<file path="src/hw/fcal_pkg.sv">
// Package of the fault consequent action logic: constants, modes and carriers.
// Assumes one 20 MHz clock and byte-wide PCM and satellite overhead streams.
package fcal_pkg;

  // Timing of the single clock.
  localparam int CLK_PERIOD_NS = 50;

  // Byte patterns forced into the streams.
  localparam logic [7:0] ALL_ONES = 8'hff;
  localparam logic [7:0] MF_ALARM_WORD = 8'h0f;
  localparam logic [7:0] SIG_B_SET = 8'h44;
  localparam logic [7:0] SIG_AB_SET = 8'hcc;

  // Bit 3 of the non-frame-alignment word, counted from the first bit sent.
  localparam int NFAS_ALARM_BIT = 5;

  // Timeslot and frame positions.
  localparam logic [5:0] TS_ALIGN = 6'h00;
  localparam logic [5:0] TS_SIG = 6'h10;
  localparam logic [5:0] TS_SIG_HI = 6'h30;
  localparam logic [3:0] MF_FRAME0 = 4'h0;

  // Fixed signalling choice.
  typedef enum logic [1:0] {
    FIX_NONE = 2'h0,
    FIX_B = 2'h1,
    FIX_AB = 2'h2,
    FIX_ABCD = 2'h3
  } fcal_fix_t;

  // Backup bearer states.
  typedef enum logic [0:0] {
    BRR_LOOP = 1'h0,
    BRR_BACKUP = 1'h1
  } fcal_bearer_t;

  // Fault levels from the detection logic.
  typedef struct packed {
    logic unit_fault;
    logic traffic_fault;
    logic deferred_fault;
    logic ter_input_ais;
    logic ter_frame_loss;
    logic ter_mf_sync_loss;
    logic ter_mf_back_alarm;
    logic rx_cas_back_alarm;
    logic sat_rx_fault;
    logic tx_fault;
  } fcal_fault_t;

  // Consequent actions, one bit each.
  typedef struct packed {
    logic ground_ais_insertion;
    logic ground_frame_far_end_alarm;
    logic ground_signalling_ais;
    logic ground_signalling_forced_pattern;
    logic ground_mf_far_end_alarm;
    logic link_ais_insertion;
    logic link_frame_far_end_alarm;
    logic link_signalling_ais;
    logic link_mf_far_end_alarm;
    logic outdoor_upconverter_mute;
    logic carrier_off_action;
    logic send_flow_hold;
    logic receive_flow_hold;
  } fcal_act_t;

  // User configuration.
  typedef struct packed {
    logic insert_active;
    logic spoof;
    logic ais_detect_en;
    logic generate_bearer;
    logic passback;
    logic indep_2m;
    logic drop_insert;
    logic rx_clk_sat;
    fcal_fix_t fix_mode;
  } fcal_cfg_t;

  // One byte of a framed stream.
  typedef struct packed {
    logic valid;
    logic [3:0] frame;
    logic [5:0] ts;
    logic [7:0] data;
  } fcal_byte_t;

  // Relay drives.
  typedef struct packed {
    logic unit;
    logic traffic;
    logic deferred;
  } fcal_relay_t;

  // Whole state of the action logic.
  typedef struct packed {
    fcal_act_t act;
    fcal_relay_t relay;
    fcal_bearer_t bearer;
    fcal_byte_t ter;
    fcal_byte_t sat;
    logic carrier_on;
    logic cts;
    logic rr;
    logic gen_bearer;
    logic backup;
    logic sat_timing;
  } fcal_state_t;

  // State of the pin synchroniser.
  typedef struct packed {
    logic meta;
    logic stable;
  } fcal_sync_t;

endpackage

</file>
<file path="src/hw/fcal_sync.sv">
// Two-stage synchroniser for one pin level.
// Assumes the pin is asynchronous to clk_in.
`timescale 1ns/1ns
module fcal_sync (
  // Clock and reset
  input wire logic clk_in,
  input wire logic resetn_in,
  // Level
  input wire logic pin_in,
  output logic level_out
);

  fcal_pkg::fcal_sync_t s_q;
  fcal_pkg::fcal_sync_t s_d;

  // The first stage feeds only the second.
  always_comb begin
    s_d.meta = pin_in;
    s_d.stable = s_q.meta;
  end

  always_ff @(posedge clk_in or negedge resetn_in) begin
    if (!resetn_in) begin
      s_q <= '0;
    end else begin
      s_q <= s_d;
    end
  end

  assign level_out = s_q.stable;

endmodule

</file>
<file path="src/hw/fcal_top.sv">
// Fault consequent action logic: relays, stream alarms, carrier and flow lines.
// Assumes fault levels and streams come from logic on clk_in.
// Function
// - Three relays: unit, traffic, deferred.
// - Ground AIS: selected slots in insert, else all.
// - Spoof in insert mode: AIS over whole bearer.
// - Frame far-end alarm sets NFAS bit three.
// - Signalling AIS forces every abcd bit high.
// - Forced pattern: none, b, ab or abcd.
// - Multiframe alarm sends 0000 1111 frame zero.
// - Link AIS ones still framed and scrambled.
// - Link signalling AIS ones in overhead slots.
// - Link multiframe alarm 0000 1111 in overhead.
// - Carrier off while carrier-off action holds.
// - Send flow hold drops clear to send.
// - Receive flow hold drops receiver ready.
// - Multiframe loss: MF alarm only generate/independent.
// - Incoming MF alarm: link frame, spoof multiframe.
// - Receive CAS alarm forwarded only with spoof.
// - Backup bearer only while no bearer seen.
// - Setting disables AIS detection and actions.
// - Link timing downstream needs satellite, and generate only in drop/insert.
`timescale 1ns/1ns
module fcal_top (
  // Clock and reset
  input wire logic clk_in,
  input wire logic resetn_in,
  // Faults and user settings
  input wire fcal_pkg::fcal_fault_t flt_in,
  input wire fcal_pkg::fcal_cfg_t cfg_in,
  input wire fcal_pkg::fcal_act_t suppress_in,
  input wire logic [31:0] ter_sel_in,
  // Bearer pin
  input wire logic bearer_det_in,
  // Streams
  input wire fcal_pkg::fcal_byte_t ter_in,
  input wire fcal_pkg::fcal_byte_t sat_in,
  output fcal_pkg::fcal_byte_t ter_out,
  output fcal_pkg::fcal_byte_t sat_out,
  // Actions and relays
  output fcal_pkg::fcal_act_t act_out,
  output fcal_pkg::fcal_relay_t relay_out,
  // Line controls
  output logic carrier_on_out,
  output logic cts_out,
  output logic rr_out,
  output logic gen_bearer_out,
  output logic backup_out,
  output logic sat_timing_out
);

  fcal_pkg::fcal_state_t s_q;
  fcal_pkg::fcal_state_t s_d;
  fcal_pkg::fcal_act_t raw;
  logic bearer_seen;
  logic ais_det;
  logic mf_route;
  logic ts_hit;
  logic sat_ovh;
  logic [7:0] tb;
  logic [7:0] sb;

  fcal_sync u_bearer_sync (
    .clk_in(clk_in),
    .resetn_in(resetn_in),
    .pin_in(bearer_det_in),
    .level_out(bearer_seen)
  );

  always_comb begin
    s_d = s_q;
    raw = '0;
    // Detection of incoming AIS can be switched off.
    ais_det = flt_in.ter_input_ais & cfg_in.ais_detect_en;
    mf_route = cfg_in.generate_bearer | cfg_in.indep_2m;
    raw.ground_ais_insertion = flt_in.sat_rx_fault;
    raw.ground_frame_far_end_alarm = flt_in.sat_rx_fault
      | (flt_in.ter_mf_sync_loss & ~mf_route);
    raw.ground_mf_far_end_alarm = flt_in.ter_mf_sync_loss & mf_route;
    raw.ground_signalling_ais = flt_in.sat_rx_fault;
    raw.ground_signalling_forced_pattern = flt_in.sat_rx_fault
      & (cfg_in.fix_mode != fcal_pkg::FIX_NONE);
    raw.link_ais_insertion = ais_det | flt_in.ter_frame_loss;
    raw.link_frame_far_end_alarm = flt_in.ter_frame_loss
      | (flt_in.ter_mf_back_alarm & ~cfg_in.spoof);
    raw.link_signalling_ais = flt_in.ter_mf_sync_loss;
    raw.link_mf_far_end_alarm = cfg_in.spoof
      & (flt_in.ter_mf_back_alarm | flt_in.rx_cas_back_alarm);
    raw.outdoor_upconverter_mute = flt_in.unit_fault;
    raw.carrier_off_action = flt_in.tx_fault | flt_in.unit_fault;
    raw.send_flow_hold = flt_in.tx_fault;
    raw.receive_flow_hold = flt_in.sat_rx_fault;
    // Actions follow their faults and drop when they clear.
    s_d.act = fcal_pkg::fcal_act_t'(raw & ~suppress_in);

    // Relay drives.
    s_d.relay.unit = flt_in.unit_fault;
    s_d.relay.traffic = flt_in.traffic_fault | ais_det | flt_in.sat_rx_fault;
    s_d.relay.deferred = flt_in.deferred_fault;

    // Line controls.
    s_d.carrier_on = ~s_d.act.carrier_off_action;
    s_d.cts = ~s_d.act.send_flow_hold;
    s_d.rr = ~s_d.act.receive_flow_hold;
    s_d.sat_timing = cfg_in.rx_clk_sat
      & (~cfg_in.drop_insert | cfg_in.generate_bearer);

    // Backup bearer in pass-back mode.
    case (s_q.bearer)
      fcal_pkg::BRR_LOOP: begin
        if (cfg_in.passback && !cfg_in.generate_bearer && !bearer_seen) begin
          s_d.bearer = fcal_pkg::BRR_BACKUP;
        end
      end
      fcal_pkg::BRR_BACKUP: begin
        if (!cfg_in.passback || cfg_in.generate_bearer || bearer_seen) begin
          s_d.bearer = fcal_pkg::BRR_LOOP;
        end
      end
      default: begin
        s_d.bearer = fcal_pkg::BRR_LOOP;
      end
    endcase
    s_d.backup = (s_d.bearer == fcal_pkg::BRR_BACKUP);
    s_d.gen_bearer = cfg_in.generate_bearer | s_d.backup;

    // Outgoing terrestrial multiplex.
    tb = ter_in.data;
    ts_hit = ~cfg_in.insert_active | cfg_in.spoof | ter_sel_in[ter_in.ts[4:0]];
    if (ter_in.ts == fcal_pkg::TS_ALIGN) begin
      if (ter_in.frame[0] && s_d.act.ground_frame_far_end_alarm) begin
        tb[fcal_pkg::NFAS_ALARM_BIT] = 1'b1;
      end
    end else if (ter_in.ts == fcal_pkg::TS_SIG) begin
      if (ter_in.frame == fcal_pkg::MF_FRAME0) begin
        if (s_d.act.ground_mf_far_end_alarm) begin
          tb = fcal_pkg::MF_ALARM_WORD;
        end
      end else if (s_d.act.ground_signalling_ais) begin
        tb = fcal_pkg::ALL_ONES;
      end else if (s_d.act.ground_signalling_forced_pattern) begin
        case (cfg_in.fix_mode)
          fcal_pkg::FIX_B: begin
            tb = tb | fcal_pkg::SIG_B_SET;
          end
          fcal_pkg::FIX_AB: begin
            tb = tb | fcal_pkg::SIG_AB_SET;
          end
          fcal_pkg::FIX_ABCD: begin
            tb = fcal_pkg::ALL_ONES;
          end
          default: begin
            tb = ter_in.data;
          end
        endcase
      end
    end
    if (s_d.act.ground_ais_insertion && ts_hit) begin
      tb = fcal_pkg::ALL_ONES;
    end
    s_d.ter = ter_in;
    s_d.ter.data = tb;

    // Outgoing satellite data and overhead before framing.
    sb = sat_in.data;
    sat_ovh = (sat_in.ts == fcal_pkg::TS_SIG) || (sat_in.ts == fcal_pkg::TS_SIG_HI);
    if (sat_ovh) begin
      if (sat_in.frame == fcal_pkg::MF_FRAME0) begin
        if (s_d.act.link_mf_far_end_alarm) begin
          sb = fcal_pkg::MF_ALARM_WORD;
        end
      end else if (s_d.act.link_signalling_ais) begin
        sb = fcal_pkg::ALL_ONES;
      end
    end else if (s_d.act.link_ais_insertion) begin
      sb = fcal_pkg::ALL_ONES;
    end
    s_d.sat = sat_in;
    s_d.sat.data = sb;
  end

  always_ff @(posedge clk_in or negedge resetn_in) begin
    if (!resetn_in) begin
      s_q <= '0;
    end else begin
      s_q <= s_d;
    end
  end

  assign ter_out = s_q.ter;
  assign sat_out = s_q.sat;
  assign act_out = s_q.act;
  assign relay_out = s_q.relay;
  assign carrier_on_out = s_q.carrier_on;
  assign cts_out = s_q.cts;
  assign rr_out = s_q.rr;
  assign gen_bearer_out = s_q.gen_bearer;
  assign backup_out = s_q.backup;
  assign sat_timing_out = s_q.sat_timing;
endmodule

</file>
<file path="config.mk">
export PLATFORM = sky130hd
export DESIGN_NAME = fcal_top
export DESIGN_NICKNAME = d
export VERILOG_FILES = /design/src/hw/fcal_pkg.sv /design/src/hw/fcal_sync.sv /design/src/hw/fcal_top.sv
export SDC_FILE = /design/constraint.sdc
export NUM_CORES = 1
export LEC_CHECK = 0
export ABC_AREA = 1
export ABC_CLOCK_PERIOD_IN_PS = 800
export BUFFER_PORTS_ARGS = -buffer_cell sky130_fd_sc_hd__buf_4
export CORE_ASPECT_RATIO = 2
export CORE_MARGIN = 3
export CORE_UTILIZATION = 30
export DETAILED_ROUTE_END_ITERATION = 10
export SLEW_MARGIN = 20
export SYNTH_ARGS = -nofsm -noshare
export SYNTH_HDL_FRONTEND = slang
export SYNTH_SLANG_ARGS = --single-unit
</file>
<file path="constraint.sdc">
create_clock -name clk_in -period 0.8 [get_ports clk_in]
set_input_delay 0.16 -clock clk_in [delete_from_list [all_inputs] [get_ports clk_in]]
set_output_delay 0.16 -clock clk_in [all_outputs]
set_load 0.01 [all_outputs]
</file>
* Word level (Yosys, flattened, before mapping)
Index checks and enable logic that the tools add are counted.
** Storage, ports and cells
- Flip-flop bits (word level) :: 62
- Logic and storage cells :: 103
** Cells by class
- Magnitude comparators :: 1
- Eq/ne operators :: 6
- Muxes and demuxes :: 21
- Bitwise gates (word level) :: 29
- Reduce and logical (&&, ||, !) cells :: 14
** Operators by type and width (count)
- 8-bit 2-to-1 mux :: 11
- 8-bit one-hot mux with 3 select lines :: 1
- 13-bit AND :: 1
- 13-bit inverter :: 1
- 6-bit by 5-bit equality test with 1-bit output (second input constant) :: 2
- 1-bit OR :: 12
- 4-bit zero test :: 2
- 1-bit inverter :: 8
- 1-bit AND :: 7
- 6-bit equality test (second input constant) :: 1
- 6-bit zero test :: 1
- 5-bit by 6-bit less-than comparator with 1-bit output (second input constant) :: 1
- 1-bit binary-select mux with 5-bit select :: 1
- 1-bit 2-to-1 mux :: 5
- 5-bit 2-to-1 mux :: 1
- 2-bit equality test (second input constant) :: 2
- 1-bit logical AND :: 4
- 1-bit zero test :: 3
- 1-bit logical OR :: 3
- 2-bit by 1-bit equality test with 1-bit output (second input constant) :: 1
- 2-bit 2-to-1 mux :: 1
- 1-bit one-hot mux with 2 select lines :: 1
- 2-bit nonzero test :: 1

* Logic depth before layout (Yosys ltp)
Gate-level depths: netlist of the first run.
- Depth in word-level cells :: 11
- Gate-level depth with buffers :: 13
- Mapped depth without buffers :: 12

* Cells and area by module
A second synthesis of the first run with hierarchy kept.
** Second synthesis, totals
- Cells, all modules :: 288
- Area total of the unflattened synthesis :: 2575.0 µm²
** By module, submodules not included
- fcal_top :: times used 1, cells each 286, area an instance 2524.9 µm², sequential area each 1501.4 µm²
- fcal_sync :: times used 1, cells each 2, area an instance 50.0 µm², sequential area each 50.0 µm²

* Worst setup path after synthesis of the first run
No wires, ideal clock.
- Kind :: input -> register
- Start point :: in ter_in[8] in the netlist's numbering
- End point :: reg s_q, in the netlist ter_out[6]
- Library setup time :: 119 ps
- Arrival time :: 1064 ps
- Required time :: 681 ps
- Slack :: -383 ps
- Stages :: 12
- Cell sequence :: buf_6 > inv_8 > buf_8 > nand2_2 > nor2_2 > nand3_2 > nor3_2 > inv_1 > nand2_1 > o21ai_1 > inv_1 > nand2_1
** RTL lines
- from (decl) :: RTL line fcal_top.sv:36 : input wire fcal_pkg::fcal_byte_t ter_in,
- to (signal assigned) :: RTL line fcal_top.sv:184 : s_q <= '0;
- to (signal assigned) :: RTL line fcal_top.sv:186 : s_q <= s_d;
- to (decl) :: RTL line fcal_top.sv:52 : fcal_pkg::fcal_state_t s_q;

* Final worst setup path of the first run
- Start point :: reg s_q, in the netlist ter_out[3]
- End point :: out ter_out[3] in the netlist's numbering
** RTL lines
- to (decl) :: RTL line fcal_top.sv:38 : output fcal_pkg::fcal_byte_t ter_out,
No word-level cell between the ends.

==> reports/results.tsv, run 1 <==
metric	value	unit
status	finished, violations left	
failing checks	setup timing	
Slew @ Worst Pin	251.6	ps
worst vdd ir	1.011	mV
pre-CTS setup slack	-542.7	ps
die height	137.3	microns
Avg WL per Cell	13.46	microns
worst-skew pair later-pin latency	320	ps
Period minus WS final	996.3	ps
Hold-fix buffers, CTS	27	
Core Area	0.008351	sq mm
final hold violations	0	
Seq/Total Area, Yosys	59.96	%
Initial DRC Count	149	
Synth Cell Area	0.002587	sq mm
H-tree Lvls	3	
First-pass DRT Iterations	3	
die area	0.009843	sq mm
total track usage	17.31	%
Final GP Congestion	0.8446	
number of max-cap violations	0	
CP startpoint kind	flop	
via/cell ratio	4.342	
Clock power frac	43.2	%
clock tree sinks	62	
setup TNS	-11160	ps
ant diodes	0	
internal power	0.006950	W
Worst Skew	1.147	ps
slew margin rel.	83.17	%
crit share post-route	124.5	%
Max Root-Sink Buffers	2	
# port buffers	165	
Synth warnings	0	
critical path required time	640	ps
Buf/Inv on CP	1	
largest net degree at the start of global routing	43	
Setup Crit Path Kind	reg -> out	
hold crit path type	in -> reg	
Max Clk Rate	1004	MHz
ANT nets after route	0	
Comb pwr share	19.2	%
FILL cells	729	
initial antenna violation count	0	
CTS tree	yes	
Leak	2.816	nW
Sequential Power Share	37.6	%
I/O Pins	166	
vias	2731	
Slowest cell on crit path	dfrtp_1	
WHS	0.5556	ps
Crit. End Element	output port	
sw frac	23.30	%
WL final	8.464	mm
final core utilization	62.54	%
CTS Root Cell	clkbuf_16	
CP arrival	840	ps
share of cells above drive strength 1	48.59	%
Syn Nets	401	
Worst-path clk slew	50	ps
post-DP HPWL	6.496	mm
final setup violating endpoints	68	
Num CTS Buffers	9	
Crit path max-delay family	flip-flops	
crit-path max FO	1	
grt ovf	0	
slack of the critical path	-196.3	ps
number of register bits inferred by synthesis	62	
nets	632	
synthesis-to-layout area growth	101.8	%
Psw	0.002111	W
number of cell rows	47	
Netlist cell types	25	
Mean Syn Cell Area	8.771	sq um
DRC Markers	0	
first-pass GRT wire length	12.79	mm
fin. max-slew vios	0	
Syn Inst Count	295	
Die Wd	71.67	microns
crit-path max cell delay	390	ps
RSZ-0062 raised after global routing	true	
critical path cell sequence	buf_6	
cell area power density	1735	mW/mm^2
vias in the first global route	2865	
initial core utilization	30.99	%
## placed cells by master, fill, tap and decap left out, drive strengths merged
master / netlist / routed
buf: 4 / 194
nand2: 90 / 90
dfrtp: 62 / 62
inv: 57 / 59
dlygate4sd3: 0 / 26
nor2: 23 / 23
nand3: 21 / 21
o21ai: 12 / 12
clkbuf: 0 / 12
a21oi: 11 / 11
nand3b: 5 / 5
or2: 3 / 3
nor3: 3 / 3
clkinv: 0 / 2
nand4: 1 / 1
o211ai: 1 / 1
o21bai: 1 / 1
a21boi: 1 / 1
bufinv: 0 / 1
clkinvlp: 0 / 1
bufbuf: 0 / 1
dlymetal6s4s: 0 / 1
## final timing paths
| kind | slack [ps] | cells past startpoint | endpoint | startpoint |
|---|---|---|---|---|
| worst max-delay path | -200 | 1 | ter_out[3] | ter_out[3] |
| worst min-delay path | 0.6 | 2 | act_out[5] | suppress_in[5] |
| worst max register to register | 180 | 1 | backup_out | u_bearer_sync.level_out |
| worst min register to register | 350 | 0 | u_bearer_sync.level_out | u_bearer_sync.s_d[0] |
| max in group asynchronous | 220 | 3 | ter_out[14] | resetn_in |
| min in group asynchronous | 350 | 3 | act_out[1] | resetn_in |
## power by group through the flow
stage / logic [W] / clock network, W / registers, W
2_1_floorplan: 0.000367 / 0 / 0.00352
3_3_place_gp: 0.00140 / 0 / 0.00342
3_5_place_dp: 0.00141 / 0 / 0.00342
4_1_cts: 0.00171 / 0.00402 / 0.00340
5_1_grt: 0.00189 / 0.00416 / 0.00342
6_report: 0.00174 / 0.00392 / 0.00340
## layout make-up
type	count	area, sq um	share of cell area (%)
Clock inverter	4	55.05	1.054
Sequential cell	62	1551	29.71
Timing Repair inverter	2	12.51	0.2396
Multi-Input combinational cell	172	920.9	17.63
Inverter	57	236.5	4.528
Tap cell	98	122.6	2.348
Timing Repair Buffer	222	2067	39.58
Clock buffer	12	256.5	4.911
## cell usage after synthesis
master | n | area share, %
nand2_1 | 88 | 13
dfrtp_1 | 62 | 60
inv_1 | 54 | 7.8
nor2_1 | 22 | 3.2
nand3_1 | 19 | 3.7
a21oi_1 | 11 | 2.1
o21ai_0 | 10 | 1.9
nand3b_1 | 5 | 1.5
or2_2 | 3 | 0.73
buf_6 | 2 | 0.87
inv_2 | 2 | 0.29
nand3_2 | 2 | 0.77
nor3_1 | 2 | 0.39
o21ai_1 | 2 | 0.39
a21boi_0 | 1 | 0.29
buf_2 | 1 | 0.19
buf_8 | 1 | 0.58
inv_8 | 1 | 0.44
nand2_2 | 1 | 0.24
nand2_4 | 1 | 0.44
nand4_1 | 1 | 0.24
nor2_2 | 1 | 0.24
nor3_2 | 1 | 0.39
o211ai_1 | 1 | 0.29
o21bai_1 | 1 | 0.29
## per-layer routing
| layer | track usage [%] | share of wire, % |
|---|---|---|
| met1 | 15.09 | 29 |
| met2 | 33.35 | 58 |
| met3 | 5.990 | 9.2 |
| met4 | 8.996 | 2.9 |
| met5 | 0 | 0 |
## logic make-up after synthesis
kind of cell | count (synthesis) | share of synthesized area (%)
simple gates | 146 | 24.52
flops | 62 | 59.96
buf+inv | 61 | 10.20
compound gates | 26 | 5.319
## state kept, by name, indices dropped and copies added, names as in the netlist, 3 cells and up
| signal | count |
|---|---|
| act_out | 13 |
| ter_out | 19 |
| sat_out | 19 |
| relay_out | 3 |
## repair_timing
item / in CTS / in global routing
endpoints found under the setup margin: 68 / 73
gates cloned: 3 / 0
pin swaps: 15 / 20
resized for setup: 86 / 31
hold endpoints to repair: 90 / 2
setup buffers: 4 / 0
## per-stage QoR
| step | total power (W) | std cells | cell area, sq um |
|---|---|---|---|
| after floorplan | 0.003885 | 295 | 2613 |
| after global placement | 0.004818 | 579 | 4148 |
| after detailed placement | 0.004837 | 579 | 4148 |
| after CTS | 0.009141 | 629 | 5115 |
| after global routing | 0.009466 | 629 | 5223 |
| final | 0.009061 | 629 | 5223 |
No activity file was read; power rests on OpenSTA's default activity.
==> run 2: changes to the inputs <==
ABC_CLOCK_PERIOD_IN_PS = 1000   (was 800)
SYNTH_HIERARCHICAL = 1   (was default)
clock period = 1 ns   (was 0.8 ns; I/O delays follow)
==> run 2 against run 1 <==
The flow still finishes with violations (setup timing). Synthesized area down 0.48%. Count of clock-buffer cells in the layout grew 1. Sequential power is 20% lower. First-iteration DRC count is 23% lower. Worst hold slack gained 27 ps. Wire length up 1.7%. Clock power down 28%. Register-to-register slack improved by 180 ps. Critical path type unchanged. Largest power group unchanged.
==> reports/results.tsv, run 2 <==
metric	value	unit	change
Worst Skew	3.773	ps	was 1.147 ps
largest area contributor in the netlist	dfrtp_1		unchanged
first-pass GRT wire length	12.65	mm	was 12.79 mm
DRC Markers	0		unchanged
WL final	8.604	mm	was 8.464 mm
Slowest cell on crit path	dfrtp_1		unchanged
Mean Syn Cell Area	8.941	sq um	was 8.771 sq um
grt ovf	0		unchanged
Num CTS Buffers	9		unchanged
number of cell rows	47		unchanged
Synth warnings	6		was 0
number of register bits inferred by synthesis	62		unchanged
fin. max-slew vios	0		unchanged
Crit path max-delay family	flip-flops		unchanged
crit share post-route	102.4	%	
Leak	2.694	nW	was 2.816 nW
post-route cell area	0.004997	sq mm	was 0.005223 sq mm
Final GP Congestion	0.8734		was 0.8446
Max Clk Rate	976.9	MHz	
Die Wd	71.51	microns	was 71.67 microns
failing checks	setup timing		unchanged
critical path cell sequence	buf_6		unchanged
post-DP HPWL	6.644	mm	was 6.496 mm
initial antenna violation count	0		unchanged
Initial DRC Count	115		was 149
total track usage	17.27	%	was 17.31%
placed insts	568		was 579
Period minus WS final	1024	ps	
Synth area leaders	dfrtp_1 (60%), nand2_1 (13%), inv_1 (6.7%)		was dfrtp_1 (60%), nand2_1 (13%), inv_1 (7.8%)
First-pass DRT Iterations	4		was 3
number of max-cap violations	0		unchanged
CTS tree	yes		unchanged
synthesis-to-layout area growth	94.07	%	was 101.8%
placed inst area	0.004076	sq mm	was 0.004148 sq mm
worst vdd ir	0.8315	mV	was 1.011 mV
ANT nets after route	0		unchanged
Syn Inst Count	288		was 295
initial core utilization	31.05	%	was 30.99%
EDFF count, synth	0		unchanged
ys flop type	dfrtp_1		unchanged
vias in the first global route	2727		was 2865
CP arrival	820	ps	was 840 ps
CTS Root Cell	clkbuf_16		unchanged
share of cells above drive strength 1	47.54	%	was 48.59%
RSZ-0062 raised after global routing	true		unchanged
die area	0.009798	sq mm	was 0.009843 sq mm
Syn Nets	394		was 401
H-tree Lvls	3		unchanged
final core utilization	60.27	%	was 62.54%
I/O Pins	166		unchanged
FILL cells	740		was 729
ant diodes	0		unchanged
status	finished, violations left		unchanged
critical path required time	800	ps	was 640 ps
final setup violating endpoints	52		was 68
most frequent cells in the layout	buf_4 (120), nand2_1 (75), buf_6 (64), dfrtp_1 (62), inv_1 (43)		was buf_4 (123), nand2_1 (75), buf_6 (66), dfrtp_1 (62), inv_1 (50)
Buf/Inv on CP	1		unchanged
Setup Crit Path Kind	reg -> out		unchanged
crit-path max cell delay	380	ps	was 390 ps
crit-path max FO	1		unchanged
slack of the critical path	-23.62	ps	was -196.3 ps
Async S/R FF share, synth	100.0	%	unchanged
clock tree sinks	62		unchanged
cell area power density	1377	mW/mm^2	was 1735 mW/mm^2
CP startpoint kind	flop		unchanged
Core Area	0.008292	sq mm	was 0.008351 sq mm
final hold violations	0		unchanged
most common cell after layout, fill and taps aside	buf_4		unchanged
most common cell in the netlist	nand2_1		unchanged
die height	137.0	microns	was 137.3 microns
# port buffers	165		unchanged
Layout Cells excl Fill	607		was 629
area share of the largest cell type after synthesis	60.25	%	was 59.96%
Slew @ Worst Pin	292.8	ps	was 251.6 ps
Crit. End Element	output port		unchanged
largest net degree at the start of global routing	29		was 43
reg2reg setup slack	360	ps	was 180 ps
hold crit path type	in -> reg		unchanged
Max Root-Sink Buffers	2		unchanged
worst-skew pair later-pin latency	320	ps	about the same
Worst-path clk slew	50	ps	about the same
Seq/Total Area, Yosys	60.25	%	was 59.96%
Avg WL per Cell	14.17	microns	was 13.46 microns
Synth Cell Area	0.002575	sq mm	was 0.002587 sq mm
nets	612		was 632
commonest cells in the netlist	nand2_1 (90), dfrtp_1 (62), inv_1 (46)		was nand2_1 (88), dfrtp_1 (62), inv_1 (54)
Netlist cell types	26		was 25
via/cell ratio	4.379		was 4.342
slew margin rel.	80.44	%	was 83.17%
vias	2658		was 2731
WHS	27.21	ps	was 0.5556 ps
==> run 2: cell types whose count changed in the layout (fill, tap and decap cells not counted), sizes merged, moves of 3 or more <==
cell         change
nand3            -3
dlygate4sd3      -5
inv             -10
nand2            +3
buf              -7
clkbuf           +3
==> run 2: cell type report <==
type	count	area [sq um]	area share, %
clock buffers	13	270.3	5.408
repair buffers	210	1949	39.01
multi-input cells	173	883.3	17.68
inverters	49	206.4	4.131
clock inverters	1	5.005	0.1002
repair inverters	1	8.758	0.1753
flip-flops and latches	62	1551	31.05
well taps	98	122.6	2.454
==> run 2: path summary, 6_finish.rpt <==
kind | startpoint | endpoint | cells past startpoint
worst max-delay path | ter_out[3] | ter_out[3] | 1
worst min-delay path | suppress_in[11] | act_out[11] | 2
worst max register to register | u_bearer_sync/level_out | backup_out | 1
min in group asynchronous | resetn_in | act_out[11] | 2
worst min register to register | u_bearer_sync/s_d[0] | u_bearer_sync/level_out | 0
max in group asynchronous | resetn_in | ter_out[7] | 3
==> run 2: repair_timing <==
| action | CTS | global route |
|---|---|---|
| endpoints found under the setup margin | 68 | 68 |
| gates cloned | 1 | 2 |
| hold buffers | 21 | 0 |
| resized for setup | 65 | 41 |
| hold endpoints to repair | 78 | 0 |
| pin swaps | 1 | 21 |
| setup buffers | 0 | 1 |
==> run 2: logic make-up after synthesis <==
logic type	after synthesis	share of synthesized area, %
buffers and inverters	53	9.086
DFF	62	60.25
and+or+nand+nor	146	24.98
AOI/OAI and AO/OA	27	5.686
==> run 2: where the power goes <==
group | switching [W] | internal (W)
clock | 0.000974 | 0.00184
combinational | 0.000547 | 0.000791
sequential | 0.0000684 | 0.00266
==> run 2: metrics by stage <==
| step | setup TNS (ps) | total power, W | setup slack, ps |
|---|---|---|---|
| 4_1_cts | -1414 | 0.006883 | -43.91 |
| 3_3_place_gp | -4541 | 0.003831 | -390.0 |
| 5_1_grt | -2382 | 0.007180 | -61.96 |
| 2_1_floorplan | -1618 | 0.003105 | -205.1 |
| 6_report | -470.5 | 0.006881 | -23.62 |
| 3_5_place_dp | -4616 | 0.003850 | -392.8 |
==> run 2: metal layers <==
metal  part of all wire, %  vias up  global-route usage [%]
met2                    60      136                   33.86
met3                   8.6       14                   5.588
met5                     0        -                       0
met4                   2.2        0                   8.996
li1                      -     1312                       -
met1                    29     1196                   14.72
